$ cat src/hw/ssm_pkg.sv
// Constants for the servo speed-mode parameter core: register map, factory values, limits.
// Assumes a single 250 MHz clock and an APB master on the register side.
package ssm_pkg;
  // Register byte offsets
  localparam logic [7:0] OFS_MODE       = 8'h00;
  localparam logic [7:0] OFS_MOTOR      = 8'h04;
  localparam logic [7:0] OFS_CABLE      = 8'h08;
  localparam logic [7:0] OFS_GEAR_NUM   = 8'h0C;
  localparam logic [7:0] OFS_GEAR_DEN   = 8'h10;
  localparam logic [7:0] OFS_MARKER     = 8'h14;
  localparam logic [7:0] OFS_STOP_THR   = 8'h18;
  localparam logic [7:0] OFS_COIN_TGT   = 8'h1C;
  localparam logic [7:0] OFS_COIN_WIDTH = 8'h20;
  localparam logic [7:0] OFS_TORQ_LIM   = 8'h24;
  localparam logic [7:0] OFS_ACCEL      = 8'h28;
  localparam logic [7:0] OFS_DECEL      = 8'h2C;
  localparam logic [7:0] OFS_SCURVE     = 8'h30;
  localparam logic [7:0] OFS_STATUS     = 8'h34;
  localparam logic [7:0] OFS_RESOL      = 8'h38;
  localparam logic [7:0] OFS_ACT_GEAR   = 8'h3C;
  // Factory values
  localparam logic [7:0]  FAC_MODE       = 8'h00;
  localparam logic [15:0] FAC_MOTOR      = 16'h0000;
  localparam logic [6:0]  FAC_CABLE      = 7'h05;
  localparam logic [14:0] FAC_GEAR       = 15'h0001;
  localparam logic [13:0] FAC_MARKER     = 14'h0000;
  localparam logic [11:0] FAC_STOP_THR   = 12'h032;
  localparam logic [11:0] FAC_COIN_TGT   = 12'h000;
  localparam logic [11:0] FAC_COIN_WIDTH = 12'h014;
  localparam logic [9:0]  FAC_TORQ_LIM   = 10'h3E8;
  localparam logic [11:0] FAC_TIME       = 12'h000;
  // Limits
  localparam logic [6:0]  CABLE_MIN  = 7'h01;
  localparam logic [6:0]  CABLE_MAX  = 7'h78;
  localparam logic [14:0] GEAR_MIN   = 15'h0001;
  localparam logic [13:0] ELEC_MAX   = 14'h2EDF;
  localparam logic [11:0] SPEED_MIN  = 12'h001;
  localparam logic [11:0] SPEED_MAX  = 12'hFA0;
  localparam logic [9:0]  TORQ_MAX   = 10'h3E8;
  localparam logic [11:0] TIME_MAX   = 12'hCCC;
  // Resolution per resolver cycle
  localparam int          ELEC_COUNTS = 12000;
  localparam logic [13:0] ELEC_CNT14  = 14'h2EE0;
  // Ramp time base: time values are in 10 ms units
  localparam int RAMP_TICK_MS = 10;
  localparam int CLK_HZ       = 250_000_000;
  localparam int RAMP_TICK_CYC = CLK_HZ / 1000 * RAMP_TICK_MS;
  // Status bits
  localparam int ST_STOPPED = 0;
  localparam int ST_COIN    = 1;
  localparam int ST_ENCODER = 2;
  localparam int ST_STOPPOS = 3;
  typedef enum logic [1:0] {
    SSM_QD_IDLE,
    SSM_QD_UP,
    SSM_QD_DOWN
  } ssm_qstep_t;
endpackage

$ cat src/hw/ssm_core.sv
// Servo speed-mode parameter core: APB parameter file, gear scaling, zero marker,
// speed status, torque clamp and linear acceleration ramp.
// Assumes pins are asynchronous and speed/torque/feedback inputs come from same-clock logic.
//
// Decided for this implementation: the register addresses and register access over APB.
`timescale 1ns/1ps
`default_nettype none
module ssm_core #(
  parameter int RAMP_TICK = ssm_pkg::RAMP_TICK_CYC // Cycles per ramp tick
) (
  input  wire logic        i_sys_clk,        // System clock
  input  wire logic        i_rst,            // Sync reset, power-on
  input  wire logic        i_pwr_restart,    // Power cycle pulse, loads latched params
  input  wire logic        i_psel,           // APB select
  input  wire logic        i_penable,        // APB enable
  input  wire logic        i_pwrite,         // APB write
  input  wire logic [7:0]  i_paddr,          // APB byte address
  input  wire logic [31:0] i_pwdata,         // APB write data
  output logic      [31:0] o_prdata,         // APB read data
  output logic             o_pready,         // APB ready
  output logic             o_pslverr,        // APB error, unmapped or read-only write
  input  wire logic        i_cmd_pulse_a,    // Command quadrature A pin
  input  wire logic        i_cmd_pulse_b,    // Command quadrature B pin
  input  wire logic        i_stop_at_marker, // Stop at marker pin
  input  wire logic        i_fb_step,        // Feedback count pulse
  input  wire logic        i_fb_dir,         // Feedback direction, 1 up
  input  wire logic        i_encoder_fitted, // Encoder instead of resolver
  input  wire logic [3:0]  i_res_cycles,     // Resolver cycles per rev
  input  wire logic [19:0] i_enc_ppr,        // Encoder pulses per rev
  input  wire logic [15:0] i_speed_rpm,      // Measured speed, signed
  input  wire logic [15:0] i_cmd_speed,      // Commanded speed, signed
  input  wire logic [12:0] i_rated_rpm,      // Rated speed
  input  wire logic        i_torque_limit_en,// Torque limit applied
  input  wire logic [15:0] i_torque_req,     // Torque request, signed
  input  wire logic [15:0] i_peak_torque,    // Peak torque magnitude
  output logic             o_fb_pulse_a,     // Feedback quadrature A
  output logic             o_fb_pulse_b,     // Feedback quadrature B
  output logic             o_zero_marker_out,// Zero marker pulse
  output logic             o_stop_hold,      // Stop here request
  output logic             o_cmd_step,       // Internal command count pulse
  output logic             o_cmd_dir,        // Internal command direction
  output logic             o_motor_stopped,  // Motor stopped
  output logic             o_speed_match,    // Speed coincidence
  output logic      [15:0] o_torque_cmd,     // Clamped torque
  output logic      [15:0] o_ramp_speed,     // Ramped speed reference
  output logic      [7:0]  o_mode,           // Active operating mode
  output logic      [15:0] o_motor_code,     // Active motor profile
  output logic      [6:0]  o_cable_comp,     // Active cable length, 0 on encoder
  output logic      [19:0] o_resolution      // Counts per revolution
);
  import ssm_pkg::*;

  // Pending (written) and active (latched at restart) parameters
  logic [7:0]  mode_p_r, mode_r;
  logic [15:0] motor_p_r, motor_r;
  logic [6:0]  cable_p_r, cable_r;
  logic [14:0] num_p_r, num_r, den_p_r, den_r;
  logic [13:0] marker_r;
  logic [11:0] stop_thr_r, coin_tgt_r, coin_w_r, accel_r, decel_r, scurve_r;
  logic [9:0]  torq_lim_r;

  function automatic logic [11:0] clip12(input logic [31:0] v, input logic [11:0] lo,
                                         input logic [11:0] hi);
    if (v < {20'h0, lo}) return lo;
    if (v > {20'h0, hi}) return hi;
    return v[11:0];
  endfunction

  function automatic logic [15:0] abs16(input logic [15:0] v);
    return v[15] ? 16'(-v) : v;
  endfunction

  function automatic ssm_qstep_t qdec(input logic [1:0] old_ab, input logic [1:0] new_ab);
    logic [1:0] o_g, n_g;
    o_g = {old_ab[1], old_ab[1] ^ old_ab[0]};
    n_g = {new_ab[1], new_ab[1] ^ new_ab[0]};
    if (n_g == 2'(o_g + 2'h1)) return SSM_QD_UP;
    if (n_g == 2'(o_g - 2'h1)) return SSM_QD_DOWN;
    return SSM_QD_IDLE;
  endfunction

  // APB decode
  wire        acc_w    = i_psel & i_penable & ~o_pready;
  // Writes land at the completing edge, with pready seen high
  wire        wr_w     = i_psel & i_penable & o_pready & i_pwrite;
  wire [31:0] wd       = i_pwdata;
  wire        mapped_w = (i_paddr[1:0] == 2'h0) && (i_paddr <= OFS_ACT_GEAR);
  wire        ro_w     = (i_paddr == OFS_STATUS) || (i_paddr == OFS_RESOL) ||
                         (i_paddr == OFS_ACT_GEAR);
  wire [14:0] gear_w   = (wd[14:0] < GEAR_MIN) ? GEAR_MIN : wd[14:0];
  wire [6:0]  cable_w  = (wd > 32'(CABLE_MAX)) ? CABLE_MAX :
                         (wd[6:0] < CABLE_MIN) ? CABLE_MIN : wd[6:0];
  wire [13:0] marker_w = (wd > 32'(ELEC_MAX)) ? ELEC_MAX : wd[13:0];
  wire [9:0]  torq_w   = (wd > 32'(TORQ_MAX)) ? TORQ_MAX : wd[9:0];
  wire [11:0] time_w   = clip12(wd, FAC_TIME, TIME_MAX);
  wire [11:0] spd_w    = clip12(wd, SPEED_MIN, SPEED_MAX);
  wire [11:0] tgt_w    = clip12(wd, FAC_COIN_TGT, SPEED_MAX);
  wire [3:0]  status_w = {o_stop_hold, i_encoder_fitted, o_speed_match, o_motor_stopped};
  logic [31:0] rd_w;
  always_comb begin
    unique case (i_paddr)
      OFS_MODE:       rd_w = {24'h0, mode_p_r};
      OFS_MOTOR:      rd_w = {16'h0, motor_p_r};
      OFS_CABLE:      rd_w = {25'h0, cable_p_r};
      OFS_GEAR_NUM:   rd_w = {17'h0, num_p_r};
      OFS_GEAR_DEN:   rd_w = {17'h0, den_p_r};
      OFS_MARKER:     rd_w = {18'h0, marker_r};
      OFS_STOP_THR:   rd_w = {20'h0, stop_thr_r};
      OFS_COIN_TGT:   rd_w = {20'h0, coin_tgt_r};
      OFS_COIN_WIDTH: rd_w = {20'h0, coin_w_r};
      OFS_TORQ_LIM:   rd_w = {22'h0, torq_lim_r};
      OFS_ACCEL:      rd_w = {20'h0, accel_r};
      OFS_DECEL:      rd_w = {20'h0, decel_r};
      OFS_SCURVE:     rd_w = {20'h0, scurve_r};
      OFS_STATUS:     rd_w = {28'h0, status_w};
      OFS_RESOL:      rd_w = {12'h0, o_resolution};
      OFS_ACT_GEAR:   rd_w = {1'b0, den_r, 1'b0, num_r};
      default:        rd_w = 32'h0;
    endcase
  end

  // APB answer one cycle into the access phase
  always_ff @(posedge i_sys_clk) begin
    if (i_rst) begin
      o_pready  <= 1'b0;
      o_pslverr <= 1'b0;
      o_prdata  <= 32'h0;
    end else begin
      o_pready  <= acc_w;
      o_pslverr <= acc_w & (~mapped_w | (i_pwrite & ro_w));
      o_prdata  <= (acc_w & ~i_pwrite & mapped_w) ? rd_w : 32'h0;
    end
  end

  // Parameter writes; live parameters act at once, except the marker offset, which is used only at the next restart
  always_ff @(posedge i_sys_clk) begin
    if (i_rst) begin
      mode_p_r   <= FAC_MODE;
      motor_p_r  <= FAC_MOTOR;
      cable_p_r  <= FAC_CABLE;
      num_p_r    <= FAC_GEAR;
      den_p_r    <= FAC_GEAR;
      marker_r   <= FAC_MARKER;
      stop_thr_r <= FAC_STOP_THR;
      coin_tgt_r <= FAC_COIN_TGT;
      coin_w_r   <= FAC_COIN_WIDTH;
      torq_lim_r <= FAC_TORQ_LIM;
      accel_r    <= FAC_TIME;
      decel_r    <= FAC_TIME;
      scurve_r   <= FAC_TIME;
    end else if (wr_w) begin
      unique case (i_paddr)
        OFS_MODE:       mode_p_r   <= wd[7:0];
        OFS_MOTOR:      motor_p_r  <= wd[15:0];
        OFS_CABLE:      cable_p_r  <= cable_w;
        OFS_GEAR_NUM:   num_p_r    <= gear_w;
        OFS_GEAR_DEN:   den_p_r    <= gear_w;
        OFS_MARKER:     marker_r   <= marker_w;
        OFS_STOP_THR:   stop_thr_r <= spd_w;
        OFS_COIN_TGT:   coin_tgt_r <= tgt_w;
        OFS_COIN_WIDTH: coin_w_r   <= spd_w;
        OFS_TORQ_LIM:   torq_lim_r <= torq_w;
        OFS_ACCEL:      accel_r    <= time_w;
        OFS_DECEL:      decel_r    <= time_w;
        OFS_SCURVE:     scurve_r   <= time_w;
        default:        ;
      endcase
    end
  end

  // Latched parameters take effect only at a power restart
  always_ff @(posedge i_sys_clk) begin
    if (i_rst) begin
      mode_r  <= FAC_MODE;
      motor_r <= FAC_MOTOR;
      cable_r <= FAC_CABLE;
      num_r   <= FAC_GEAR;
      den_r   <= FAC_GEAR;
    end else if (i_pwr_restart) begin
      mode_r  <= mode_p_r;
      motor_r <= motor_p_r;
      cable_r <= cable_p_r;
      num_r   <= num_p_r;
      den_r   <= den_p_r;
    end
  end

  // Profile outputs and resolution
  wire [19:0] res_w = i_encoder_fitted ? i_enc_ppr : 20'(i_res_cycles) * 20'(ELEC_CNT14);
  always_ff @(posedge i_sys_clk) begin
    if (i_rst) begin
      o_mode       <= FAC_MODE;
      o_motor_code <= FAC_MOTOR;
      o_cable_comp <= 7'h0;
      o_resolution <= 20'h0;
    end else begin
      o_mode       <= mode_r;
      o_motor_code <= motor_r;
      o_cable_comp <= i_encoder_fitted ? 7'h0 : cable_r;
      o_resolution <= res_w;
    end
  end

  // Pin synchronisers, three stages, accepted when stages two and three agree
  logic [2:0] sa_r, sb_r, ss_r;
  logic [1:0] cmd_ab_r;
  logic       stop_in_r;
  always_ff @(posedge i_sys_clk) begin
    if (i_rst) begin
      sa_r      <= 3'h0;
      sb_r      <= 3'h0;
      ss_r      <= 3'h0;
      cmd_ab_r  <= 2'h0;
      stop_in_r <= 1'b0;
    end else begin
      sa_r <= {sa_r[1:0], i_cmd_pulse_a};
      sb_r <= {sb_r[1:0], i_cmd_pulse_b};
      ss_r <= {ss_r[1:0], i_stop_at_marker};
      if (sa_r[1] == sa_r[2]) cmd_ab_r[1] <= sa_r[2];
      if (sb_r[1] == sb_r[2]) cmd_ab_r[0] <= sb_r[2];
      if (ss_r[1] == ss_r[2]) stop_in_r <= ss_r[2];
    end
  end

  // Command gearing: each input count adds numerator, each output count removes denominator
  wire [1:0]  cmd_ab_new = {(sa_r[1] == sa_r[2]) ? sa_r[2] : cmd_ab_r[1],
                            (sb_r[1] == sb_r[2]) ? sb_r[2] : cmd_ab_r[0]};
  wire ssm_qstep_t cq_w  = qdec(cmd_ab_r, cmd_ab_new);
  logic signed [31:0] cacc_r;
  wire signed [31:0] cin_w = (cq_w == SSM_QD_UP)   ? 32'(num_r) :
                             (cq_w == SSM_QD_DOWN) ? -32'(num_r) : 32'sh0;
  wire c_up_w = cacc_r >= $signed(32'(den_r));
  wire c_dn_w = cacc_r <= -$signed(32'(den_r));
  always_ff @(posedge i_sys_clk) begin
    if (i_rst || i_pwr_restart) begin
      cacc_r     <= 32'sh0;
      o_cmd_step <= 1'b0;
      o_cmd_dir  <= 1'b0;
    end else begin
      cacc_r     <= cacc_r + cin_w - (c_up_w ? $signed(32'(den_r)) : 32'sh0)
                           + (c_dn_w ? $signed(32'(den_r)) : 32'sh0);
      o_cmd_step <= c_up_w | c_dn_w;
      o_cmd_dir  <= c_up_w;
    end
  end

  // Feedback gearing and quadrature output, one output edge per cycle at most
  logic signed [31:0] facc_r;
  logic [1:0]         fq_r;
  wire signed [31:0] fin_w = i_fb_step ? (i_fb_dir ? 32'(den_r) : -32'(den_r)) : 32'sh0;
  wire f_up_w = facc_r >= $signed(32'(num_r));
  wire f_dn_w = facc_r <= -$signed(32'(num_r));
  always_ff @(posedge i_sys_clk) begin
    if (i_rst || i_pwr_restart) begin
      facc_r       <= 32'sh0;
      fq_r         <= 2'h0;
      o_fb_pulse_a <= 1'b0;
      o_fb_pulse_b <= 1'b0;
    end else begin
      facc_r <= facc_r + fin_w - (f_up_w ? $signed(32'(num_r)) : 32'sh0)
                       + (f_dn_w ? $signed(32'(num_r)) : 32'sh0);
      if (f_up_w) fq_r <= 2'(fq_r + 2'h1);
      else if (f_dn_w) fq_r <= 2'(fq_r - 2'h1);
      o_fb_pulse_a <= fq_r[1];
      o_fb_pulse_b <= fq_r[1] ^ fq_r[0];
    end
  end

  // Electrical position within one zero period, preset at restart to the period minus the marker offset
  wire [19:0] per_w  = i_encoder_fitted ? i_enc_ppr : 20'(ELEC_COUNTS);
  wire [13:0] ofs_w  = i_encoder_fitted ? 14'h0 : marker_r;
  wire [19:0] epre_w = (ofs_w == 14'h0) ? 20'h0 : 20'(per_w - 20'(ofs_w));
  logic [19:0] epos_r;
  logic        stop_arm_r;
  wire wrap_up_w = i_fb_step & i_fb_dir & (epos_r == 20'(per_w - 20'h1));
  wire wrap_dn_w = i_fb_step & ~i_fb_dir & (epos_r == 20'h0);
  always_ff @(posedge i_sys_clk) begin
    if (i_rst || i_pwr_restart) begin
      epos_r            <= i_rst ? 20'h0 : epre_w;
      o_zero_marker_out <= 1'b0;
      stop_arm_r        <= 1'b0;
      o_stop_hold       <= 1'b0;
    end else begin
      if (wrap_up_w) epos_r <= 20'h0;
      else if (wrap_dn_w) epos_r <= 20'(per_w - 20'h1);
      else if (i_fb_step) epos_r <= i_fb_dir ? 20'(epos_r + 20'h1) : 20'(epos_r - 20'h1);
      o_zero_marker_out <= wrap_up_w | wrap_dn_w;
      stop_arm_r  <= stop_in_r & ~o_stop_hold & ~(wrap_up_w | wrap_dn_w);
      o_stop_hold <= stop_in_r & (o_stop_hold | (stop_arm_r & (wrap_up_w | wrap_dn_w)));
    end
  end
  // Speed status
  wire [15:0] spd_abs_w = abs16(i_speed_rpm);
  wire [15:0] tgt_sel_w = (coin_tgt_r != 12'h0) ? {4'h0, coin_tgt_r}
                                                : abs16(i_cmd_speed);
  wire [15:0] diff_w    = (spd_abs_w > tgt_sel_w) ? 16'(spd_abs_w - tgt_sel_w)
                                                  : 16'(tgt_sel_w - spd_abs_w);
  // Torque clamp, limit in 0.1 % of peak
  wire [25:0] lim_w     = 26'((32'(i_peak_torque) * 32'(torq_lim_r)) / 32'(TORQ_MAX));
  wire [15:0] treq_abs  = abs16(i_torque_req);
  wire        clamp_w   = i_torque_limit_en && ({10'h0, treq_abs} > lim_w);
  wire [15:0] lim16_w   = i_torque_req[15] ? 16'(-lim_w[15:0]) : lim_w[15:0];
  always_ff @(posedge i_sys_clk) begin
    if (i_rst) begin
      o_motor_stopped <= 1'b1;
      o_speed_match   <= 1'b0;
      o_torque_cmd    <= 16'h0;
    end else begin
      o_motor_stopped <= spd_abs_w < {4'h0, stop_thr_r};
      o_speed_match   <= diff_w <= {4'h0, coin_w_r};
      o_torque_cmd    <= clamp_w ? lim16_w : i_torque_req;
    end
  end

  // Ramp tick and linear speed ramp; step rate = rated / time per tick
  logic [31:0] tick_cnt_r, frac_r;
  wire         tick_w   = (tick_cnt_r == 32'(RAMP_TICK - 1));
  wire [15:0]  ramp_abs = abs16(o_ramp_speed);
  wire         accel_w  = (abs16(i_cmd_speed) > ramp_abs) &&
                          ((o_ramp_speed == 16'h0) || (o_ramp_speed[15] == i_cmd_speed[15]));
  wire [11:0]  time_sel = (scurve_r != 12'h0) ? scurve_r
                        : (accel_w ? accel_r : decel_r);
  wire         step_w   = frac_r >= 32'(time_sel);
  wire         up_w     = $signed(i_cmd_speed) > $signed(o_ramp_speed);
  always_ff @(posedge i_sys_clk) begin
    if (i_rst) begin
      tick_cnt_r   <= 32'h0;
      frac_r       <= 32'h0;
      o_ramp_speed <= 16'h0;
    end else begin
      tick_cnt_r <= tick_w ? 32'h0 : 32'(tick_cnt_r + 32'h1);
      if (time_sel == 12'h0) begin
        o_ramp_speed <= i_cmd_speed;
        frac_r       <= 32'h0;
      end else if (o_ramp_speed == i_cmd_speed) begin
        frac_r <= 32'h0;
      end else if (step_w) begin
        o_ramp_speed <= up_w ? 16'(o_ramp_speed + 16'h1) : 16'(o_ramp_speed - 16'h1);
        frac_r       <= 32'(frac_r - 32'(time_sel) + (tick_w ? 32'(i_rated_rpm) : 32'h0));
      end else if (tick_w) begin
        frac_r <= 32'(frac_r + 32'(i_rated_rpm));
      end
    end
  end
endmodule // ssm_core
`default_nettype wire

$ cat config.mk
export PLATFORM = sky130hd
export DESIGN_NAME = ssm_core
export DESIGN_NICKNAME = d
export VERILOG_FILES = /design/src/hw/ssm_pkg.sv /design/src/hw/ssm_core.sv
export SDC_FILE = /design/constraint.sdc
export NUM_CORES = 2
export LEC_CHECK = 0
export BUFFER_PORTS_ARGS = -buffer_cell sky130_fd_sc_hd__buf_4
export CAP_MARGIN = 5
export CORE_ASPECT_RATIO = 1.2
export CORE_MARGIN = 1.5
export CORE_UTILIZATION = 60
export CTS_BUF_LIST = sky130_fd_sc_hd__clkbuf_4 sky130_fd_sc_hd__clkbuf_8
export DETAILED_ROUTE_END_ITERATION = 7
export PLACE_DENSITY_LB_ADDON = 0.2
export SYNTH_ARGS = -nofsm -noshare
export SYNTH_HDL_FRONTEND = slang
export SYNTH_SLANG_ARGS = --single-unit
export TNS_END_PERCENT = 1
$ cat constraint.sdc
create_clock -name i_sys_clk -period 31.2 [get_ports i_sys_clk]
set_clock_uncertainty 0.05 [all_clocks]
set_input_delay 1.56 -clock i_sys_clk [delete_from_list [all_inputs] [get_ports i_sys_clk]]
set_output_delay 1.56 -clock i_sys_clk [all_outputs]
set_load 0.005 [all_outputs]
### Word level (Yosys, flattened, before mapping)

Cells that the tools add are included.

| word-level totals | value |
|---|---|
| register bits after elaboration | 506 |
| output and inout port bits | 125 |

| operators by class | value |
|---|---|
| equality and inequality tests | 27 |
| $lt $le $gt $ge | 21 |
| multiplexer cells | 70 |
| div/mod/pow operators | 1 |
| bitwise operators | 31 |
| reduce and logical (&&, ||, !) cells | 38 |
| add/sub/neg operators | 31 |
| multipliers | 2 |

Operator list:

| kind | count |
|---|---|
| case mux 31 bit (16 select lines) | 1 |
| 2-to-1 mux 16 bit | 12 |
| 2-to-1 mux 32 bit | 6 |
| 2-to-1 mux 20 bit | 8 |
| 2-to-1 mux 12 bit | 13 |
| negator 15 -> 32 bit | 4 |
| negator 16 bit | 5 |
| 2-to-1 mux 15 bit | 5 |
| adder 32 x 13 -> 32 bit | 2 |
| adder 32 x 16 -> 32 bit | 2 |
| adder 32 bit | 2 |
| equality test 8 x 6 -> 1 bit (second input constant) | 8 |
| greater-or-equal comparator 32 x 16 -> 1 bit | 2 |
| greater-than comparator 32 x 12 -> 1 bit (second input constant) | 2 |
| <= comparator 32 bit | 2 |
| < comparator 32 x 1 -> 1 bit (second input constant) | 2 |
| subtractor 32 x 16 -> 32 bit | 2 |
| greater-than comparator 16 bit | 3 |
| subtractor 20 x 1 -> 20 bit (second input constant) | 2 |
| adder 32 x 1 -> 32 bit (second input constant) | 1 |
| divider 26 x 10 -> 32 bit (second input constant) | 1 |
| equality test 32 x 22 -> 1 bit (second input constant) | 1 |
| equality test 8 x 5 -> 1 bit (second input constant) | 4 |
| greater-or-equal comparator 32 x 12 -> 1 bit | 1 |
| other kinds (53) | 130 |

### Longest topological paths before layout

| depth | value |
|---|---|
| depth after elaboration | 14 |
| mapped depth | 90 |
| gate-level depth less buffers | 80 |

### Least setup slack after synthesis

No wires, ideal clock.

| timing path | value |
|---|---|
| path type | input port to flip-flop |
| start point | in i_peak_torque[6] |
| end point | reg o_torque_cmd[10] |
| library setup time | 0.128 ns |
| cell stages on the path | 82 |
| arrival | 18.901 ns |
| data required time | 31.022 ns |
| setup slack | 12.121 ns |
| path through | clkbuf_1 -> and2_1 -> fa_1 -> inv_1 -> fa_1 -> fa_1 -> inv_1 -> fa_1 -> inv_1 -> fa_1 -> inv_1 -> ha_1 -> buf_2 -> and3_1 -> and2_1 -> o211a_1 -> o32ai_2 -> a21oi_4 -> (+46 left out) -> nand2b_1 -> a21oi_1 -> nor2b_1 -> o21ai_0 -> nand2b_1 -> a21oi_1 -> nor2b_1 -> o21ai_0 -> nand2b_1 -> a21oi_1 -> o21ai_0 -> a21o_1 -> a21oi_1 -> or3_1 -> clkbuf_1 -> buf_1 -> mux2i_1 -> nor2_1 |

| on the way | value |
|---|---|
| longest elaborated chain between the ends | 5 |
| elaborated cells between the ends (all ways) | 7 |
| classes of those cells | 1 x add/sub; 1 x mul; 1 x div; 1 x order compare; 2 x mux; 1 x reduce/logical |

Ends and longest elaborated chain:

| item | RTL line | source |
|---|---|---|
| start: declaration | ssm_core.sv:35 | `input wire logic [15:0] i_peak_torque,` |
| multiplier 16 x 10 -> 26 bit * | ssm_core.sv:299 | `wire [25:0] lim_w = 26'((32'(i_peak_torque) * 32'(torq_lim_r)) / 32'(TORQ_MAX));` |
| divider 26 x 10 -> 32 bit * | ssm_core.sv:299 |  |
| greater-than comparator 16 x 26 -> 1 bit or negator 16 bit (tied branches) | ssm_core.sv:301, ssm_core.sv:302 |  |
| logical AND 1 bit or 2-to-1 mux 16 bit (tied branches) | ssm_core.sv:301, ssm_core.sv:302 |  |
| 2-to-1 mux 16 bit * | ssm_core.sv:311 | `o_torque_cmd <= clamp_w ? lim16_w : i_torque_req;` |
| end signal: assignment | ssm_core.sv:311 |  |
| end: declaration | ssm_core.sv:44 | `output logic [15:0] o_torque_cmd,` |

Every way passes the cells marked *; elsewhere a longest branch is shown, timed or not.
A chain may end at the register's enable or synchronous reset.

### Worst setup path after layout

| timing path | value |
|---|---|
| start point | in i_peak_torque[5] |
| end point | reg o_torque_cmd[9] |

Same word-level chain as after synthesis.

==> summary by stage <==
Job
The max-cap check violation count is 0.

Route
In the routed design, unresolved DRC markers number 0. For this block, the via count after detailed routing is 44900. Before antenna repair, the detailed router went through 6 iterations. The count of nets left with antenna violations once routing finished came out at 0. The DRC violation total after the first TritonRoute iteration is 3321. The routed design has 151000 um of wire. The wire length per cell after detailed routing is 20.7 um. Dividing the detail-routed via count by the number of cells gives ~6.

GRT
The number of antenna violations at the first check in global routing was 9. Entering global routing, the biggest net connects 99 pins. The via count of the first global-routing pass came to 43900.

The final global-route overflow total is 0. The total track usage is 0.361. The first global-routing pass estimated 236000 um of wire.

Placed design
At the end of routability-driven placement, the weighted congestion stood at 1.02. Prior to clock tree synthesis, the placed netlist has a worst setup slack of slightly below 9 ns. Input and output buffers added on the ports amount to 277.

The cell total after placement is between 7000 and 8000. The half-perimeter wire length after placement is approximately 120000 um.

Clock network
CTS built an H-tree with a depth of 3. The clock net in this run drives a total of 505 sinks. The cell at the root of the clock tree is sky130_fd_sc_hd__clkbuf_8. The hold buffer count at cts is 0. The clock insertion delay at the later pin of the skew report is approximately 0.74 ns.

The number of gates resized after CTS was 0. Clock-pin slew was measured on the worst setup and hold paths at 0.06 ns. The number of setup buffers added after CTS is 0. The clock tree from TritonCTS is done.

In this run, CTS created clock tree buffers numbering 87. Counting along the longest clock path gives a buffer depth of 3.

Setup path
The most frequent cell on the critical path is sky130_fd_sc_hd__a21oi_1. The top fanout value on the critical path is 24. Data on the critical path arrives at its endpoint at 22.61 ns. The endpoint kind of the worst setup timing path is a flop. The source of the critical timing path is i_peak_torque[5].

The critical path data required time is 31.79 ns. The startpoint of the lowest-slack register-to-register path is torq_lim_r[7]. STA classifies the critical path startpoint as an input port. The library cell contributing the largest single delay on the critical path is sky130_fd_sc_hd__a31oi_1. By startpoint and endpoint, the worst setup path is classified as in2reg. The highest cell delay on the worst timing path is ~0.75 ns.

STA
Setup repair after global routing left no endpoint under its margin. The count of final max-slew check failures is 0. In the post-route analysis, the smallest setup slack over all paths is 9.18 ns.

The transition time at the pin with the least slew margin is 1.30 ns. The top achievable clock speed is approximately 0.045 GHz. The post-route setup TNS is 0 ns.

The headroom to the max-slew limit is 0.129. The final critical-path share of the clock period is 0.706. The minimum period implied by the final worst setup slack is 22.02 ns. On the final layout, the worst hold slack is 0.385 ns. The count of endpoints failing setup in the final report is 0. The hold violation count in the final report was 0.

Logic synthesis
The synthesis warning total is 0. The sequential fraction of the synthesis area is 0.213. The dominant register cell in the synthesized netlist is sky130_fd_sc_hd__dfxtp_1. The synthesized design contains just over 500 register bits.

Each instance of the synthesized netlist takes up on average 8.01 um2. The number of instances in the synthesized netlist is 6041. In this run the cell area of the synthesized design comes to between 40000 and 50000 um2.

The async set-or-reset flop fraction in the synthesized netlist is 0. The count of distinct cell types in the synthesized netlist is 134. The number of enable-type register cells in the synthesized netlist is 20. The number of nets in the synthesized netlist is 6922.

Cells and area
The multi-input combinational cells in the finished layout cover a total of 34800 um2. Summing all flip-flop and latch instances after layout gives 10300 um2. The finished layout holds 7309 standard cells, fillers aside. In the layout the commonest cells are 605 x sky130_fd_sc_hd__inv_1, 583 x sky130_fd_sc_hd__nor2_1, 535 x sky130_fd_sc_hd__ha_1. Compared with the post-synthesis result, the final layout area differs by 9.89%.

The total of fill cells in the finished design is about 7000. The share of final-layout standard cells stronger than drive strength 1 is 0.0974. The library cell used most frequently in the layout, excluding fill and tap cells, is sky130_fd_sc_hd__inv_1. The final layout contains about 7100 nets.

Worst hold path
The worst hold path begins at sb_r[0]. The worst hold path belongs to the class reg2reg.

Floorplanning
The die outline area is 82300 um2. In this run the core area contains around 110 standard-cell rows. From bottom edge to top edge, the die measures around 310 um. In this run the horizontal extent of the chip is 262 um. For this design the top-level I/O count stands at 279. The initial utilization of the core area, before any placement, comes to 0.609. The region available for standard cell placement spans 79500 um2.

Outcome
The flow ran to the end, and the final reports show no timing, DRC or antenna violations.
-- per-layer routing --
metal | track usage | up-vias | share of wire
met3 | 0.0510 | 478 | 0.068
met4 | 0.225 | 2 | 0.068
met2 | 0.615 | 1758 | 0.48
met1 | 0.427 | 21300 | 0.39
li1 | - | 21300 | -
met5 | 0 | - | 0.000053
-- cell families (layout without fill, tap and decap cells) --
group | after synthesis | in the layout | synth area share
and+or+nand+nor | 1955 | 1955 | 0.197
AOI/OAI and AO/OA | 1436 | 1436 | 0.200
buffers and inverters | 875 | 1099 | 0.0695
adders and majority gates | 731 | 731 | 0.219
DFF | 505 | 505 | 0.213
xor gates and xnor gates | 407 | 407 | 0.0742
muxes | 131 | 131 | 0.0277
other | 1 | 10 | 0.0000775
-- area by class of cell --
class,instances,share of cell area
repair buffers,329,0.0466
inverters,612,0.0433
flip-flops and latches,505,0.194
well taps,1035,0.0244
clock inverters,34,0.00763
diodes,9,0.000424
multi-input cells,4661,0.654
clock buffers,124,0.0298
-- final timing paths --
kind,slack (ns),cells past startpoint,end
worst max-delay path,9.18,75,o_torque_cmd[9]
worst min-delay path,0.39,1,sb_r[1]
worst max register to register,9.28,74,o_torque_cmd[9]
worst min register to register,0.39,1,sb_r[1]
-- critical path: cells and delay by family --
kind,cells,cell delay [ns]
XOR/XNOR,1,0.36
multiplexers,3,1.24
AO/OA/AOI/OAI,33,8.42
buffers and inverters,5,0.51
adder cells (fa/ha/maj),9,3.89
AND/OR/NAND/NOR,24,6.55
-- registers in the layout, summed over array words and instances (netlist names), 16 cells and up --
register / flops
cacc_r: 32
facc_r: 32
frac_r: 32
tick_cnt_r: 32
o_prdata: 31
epos_r: 20
o_resolution: 20
motor_p_r: 16
motor_r: 16
o_motor_code: 16
o_ramp_speed: 16
o_torque_cmd: 16
-- stage by stage --
stage	util	cell area [um2]
finish	0.669	53100
global route	0.669	53100
CTS	0.669	53100
detailed placement	0.644	51100
global placement	0.644	51100
floorplan	-	48400
-- Yosys cell counts (11+ instances only) --
library cell,instances,area [um2]
sky130_fd_sc_hd__xor2_1,88,771
sky130_fd_sc_hd__a211o_1,16,140
sky130_fd_sc_hd__nand4_1,87,544
sky130_fd_sc_hd__nor3_1,112,561
sky130_fd_sc_hd__and2_1,141,882
sky130_fd_sc_hd__ha_1,535,6690
sky130_fd_sc_hd__or2_2,22,138
sky130_fd_sc_hd__o21ai_0,182,911
sky130_fd_sc_hd__or4_1,11,82.6
sky130_fd_sc_hd__nor2_1,586,2200
sky130_fd_sc_hd__o21ai_1,20,100
sky130_fd_sc_hd__fa_1,192,3840
sky130_fd_sc_hd__mux2i_1,114,1140
sky130_fd_sc_hd__mux2_2,14,158
sky130_fd_sc_hd__inv_1,606,2270
sky130_fd_sc_hd__a21boi_0,11,82.6
sky130_fd_sc_hd__a21oi_1,445,2230
sky130_fd_sc_hd__and3_1,40,250
sky130_fd_sc_hd__edfxtp_1,20,601
sky130_fd_sc_hd__o31ai_1,25,188
sky130_fd_sc_hd__nor4_1,84,526
sky130_fd_sc_hd__o211a_1,11,110
sky130_fd_sc_hd__nand3b_1,13,97.6
sky130_fd_sc_hd__buf_2,19,95.1
sky130_fd_sc_hd__and4_1,11,96.3
sky130_fd_sc_hd__a31oi_1,37,231
sky130_fd_sc_hd__o22ai_1,28,175
sky130_fd_sc_hd__nand2b_1,92,576
sky130_fd_sc_hd__nand2_1,486,1820
sky130_fd_sc_hd__buf_1,21,78.8
sky130_fd_sc_hd__a22oi_1,58,435
sky130_fd_sc_hd__nand3_1,85,425
sky130_fd_sc_hd__dfxtp_1,485,9710
sky130_fd_sc_hd__o21a_1,27,203
sky130_fd_sc_hd__or3_1,48,300
sky130_fd_sc_hd__a21o_1,113,848
sky130_fd_sc_hd__a211oi_1,99,743
sky130_fd_sc_hd__xnor2_1,316,2770
sky130_fd_sc_hd__a22o_1,28,245
sky130_fd_sc_hd__a221oi_1,34,298
sky130_fd_sc_hd__nor2b_1,92,576
sky130_fd_sc_hd__o211ai_1,28,210
sky130_fd_sc_hd__o21bai_1,115,863
sky130_fd_sc_hd__clkbuf_1,212,796
Power is left out: the tool's default activity adds up to more than one toggle a clock period on the data nets, which glitch-free logic cannot reach.
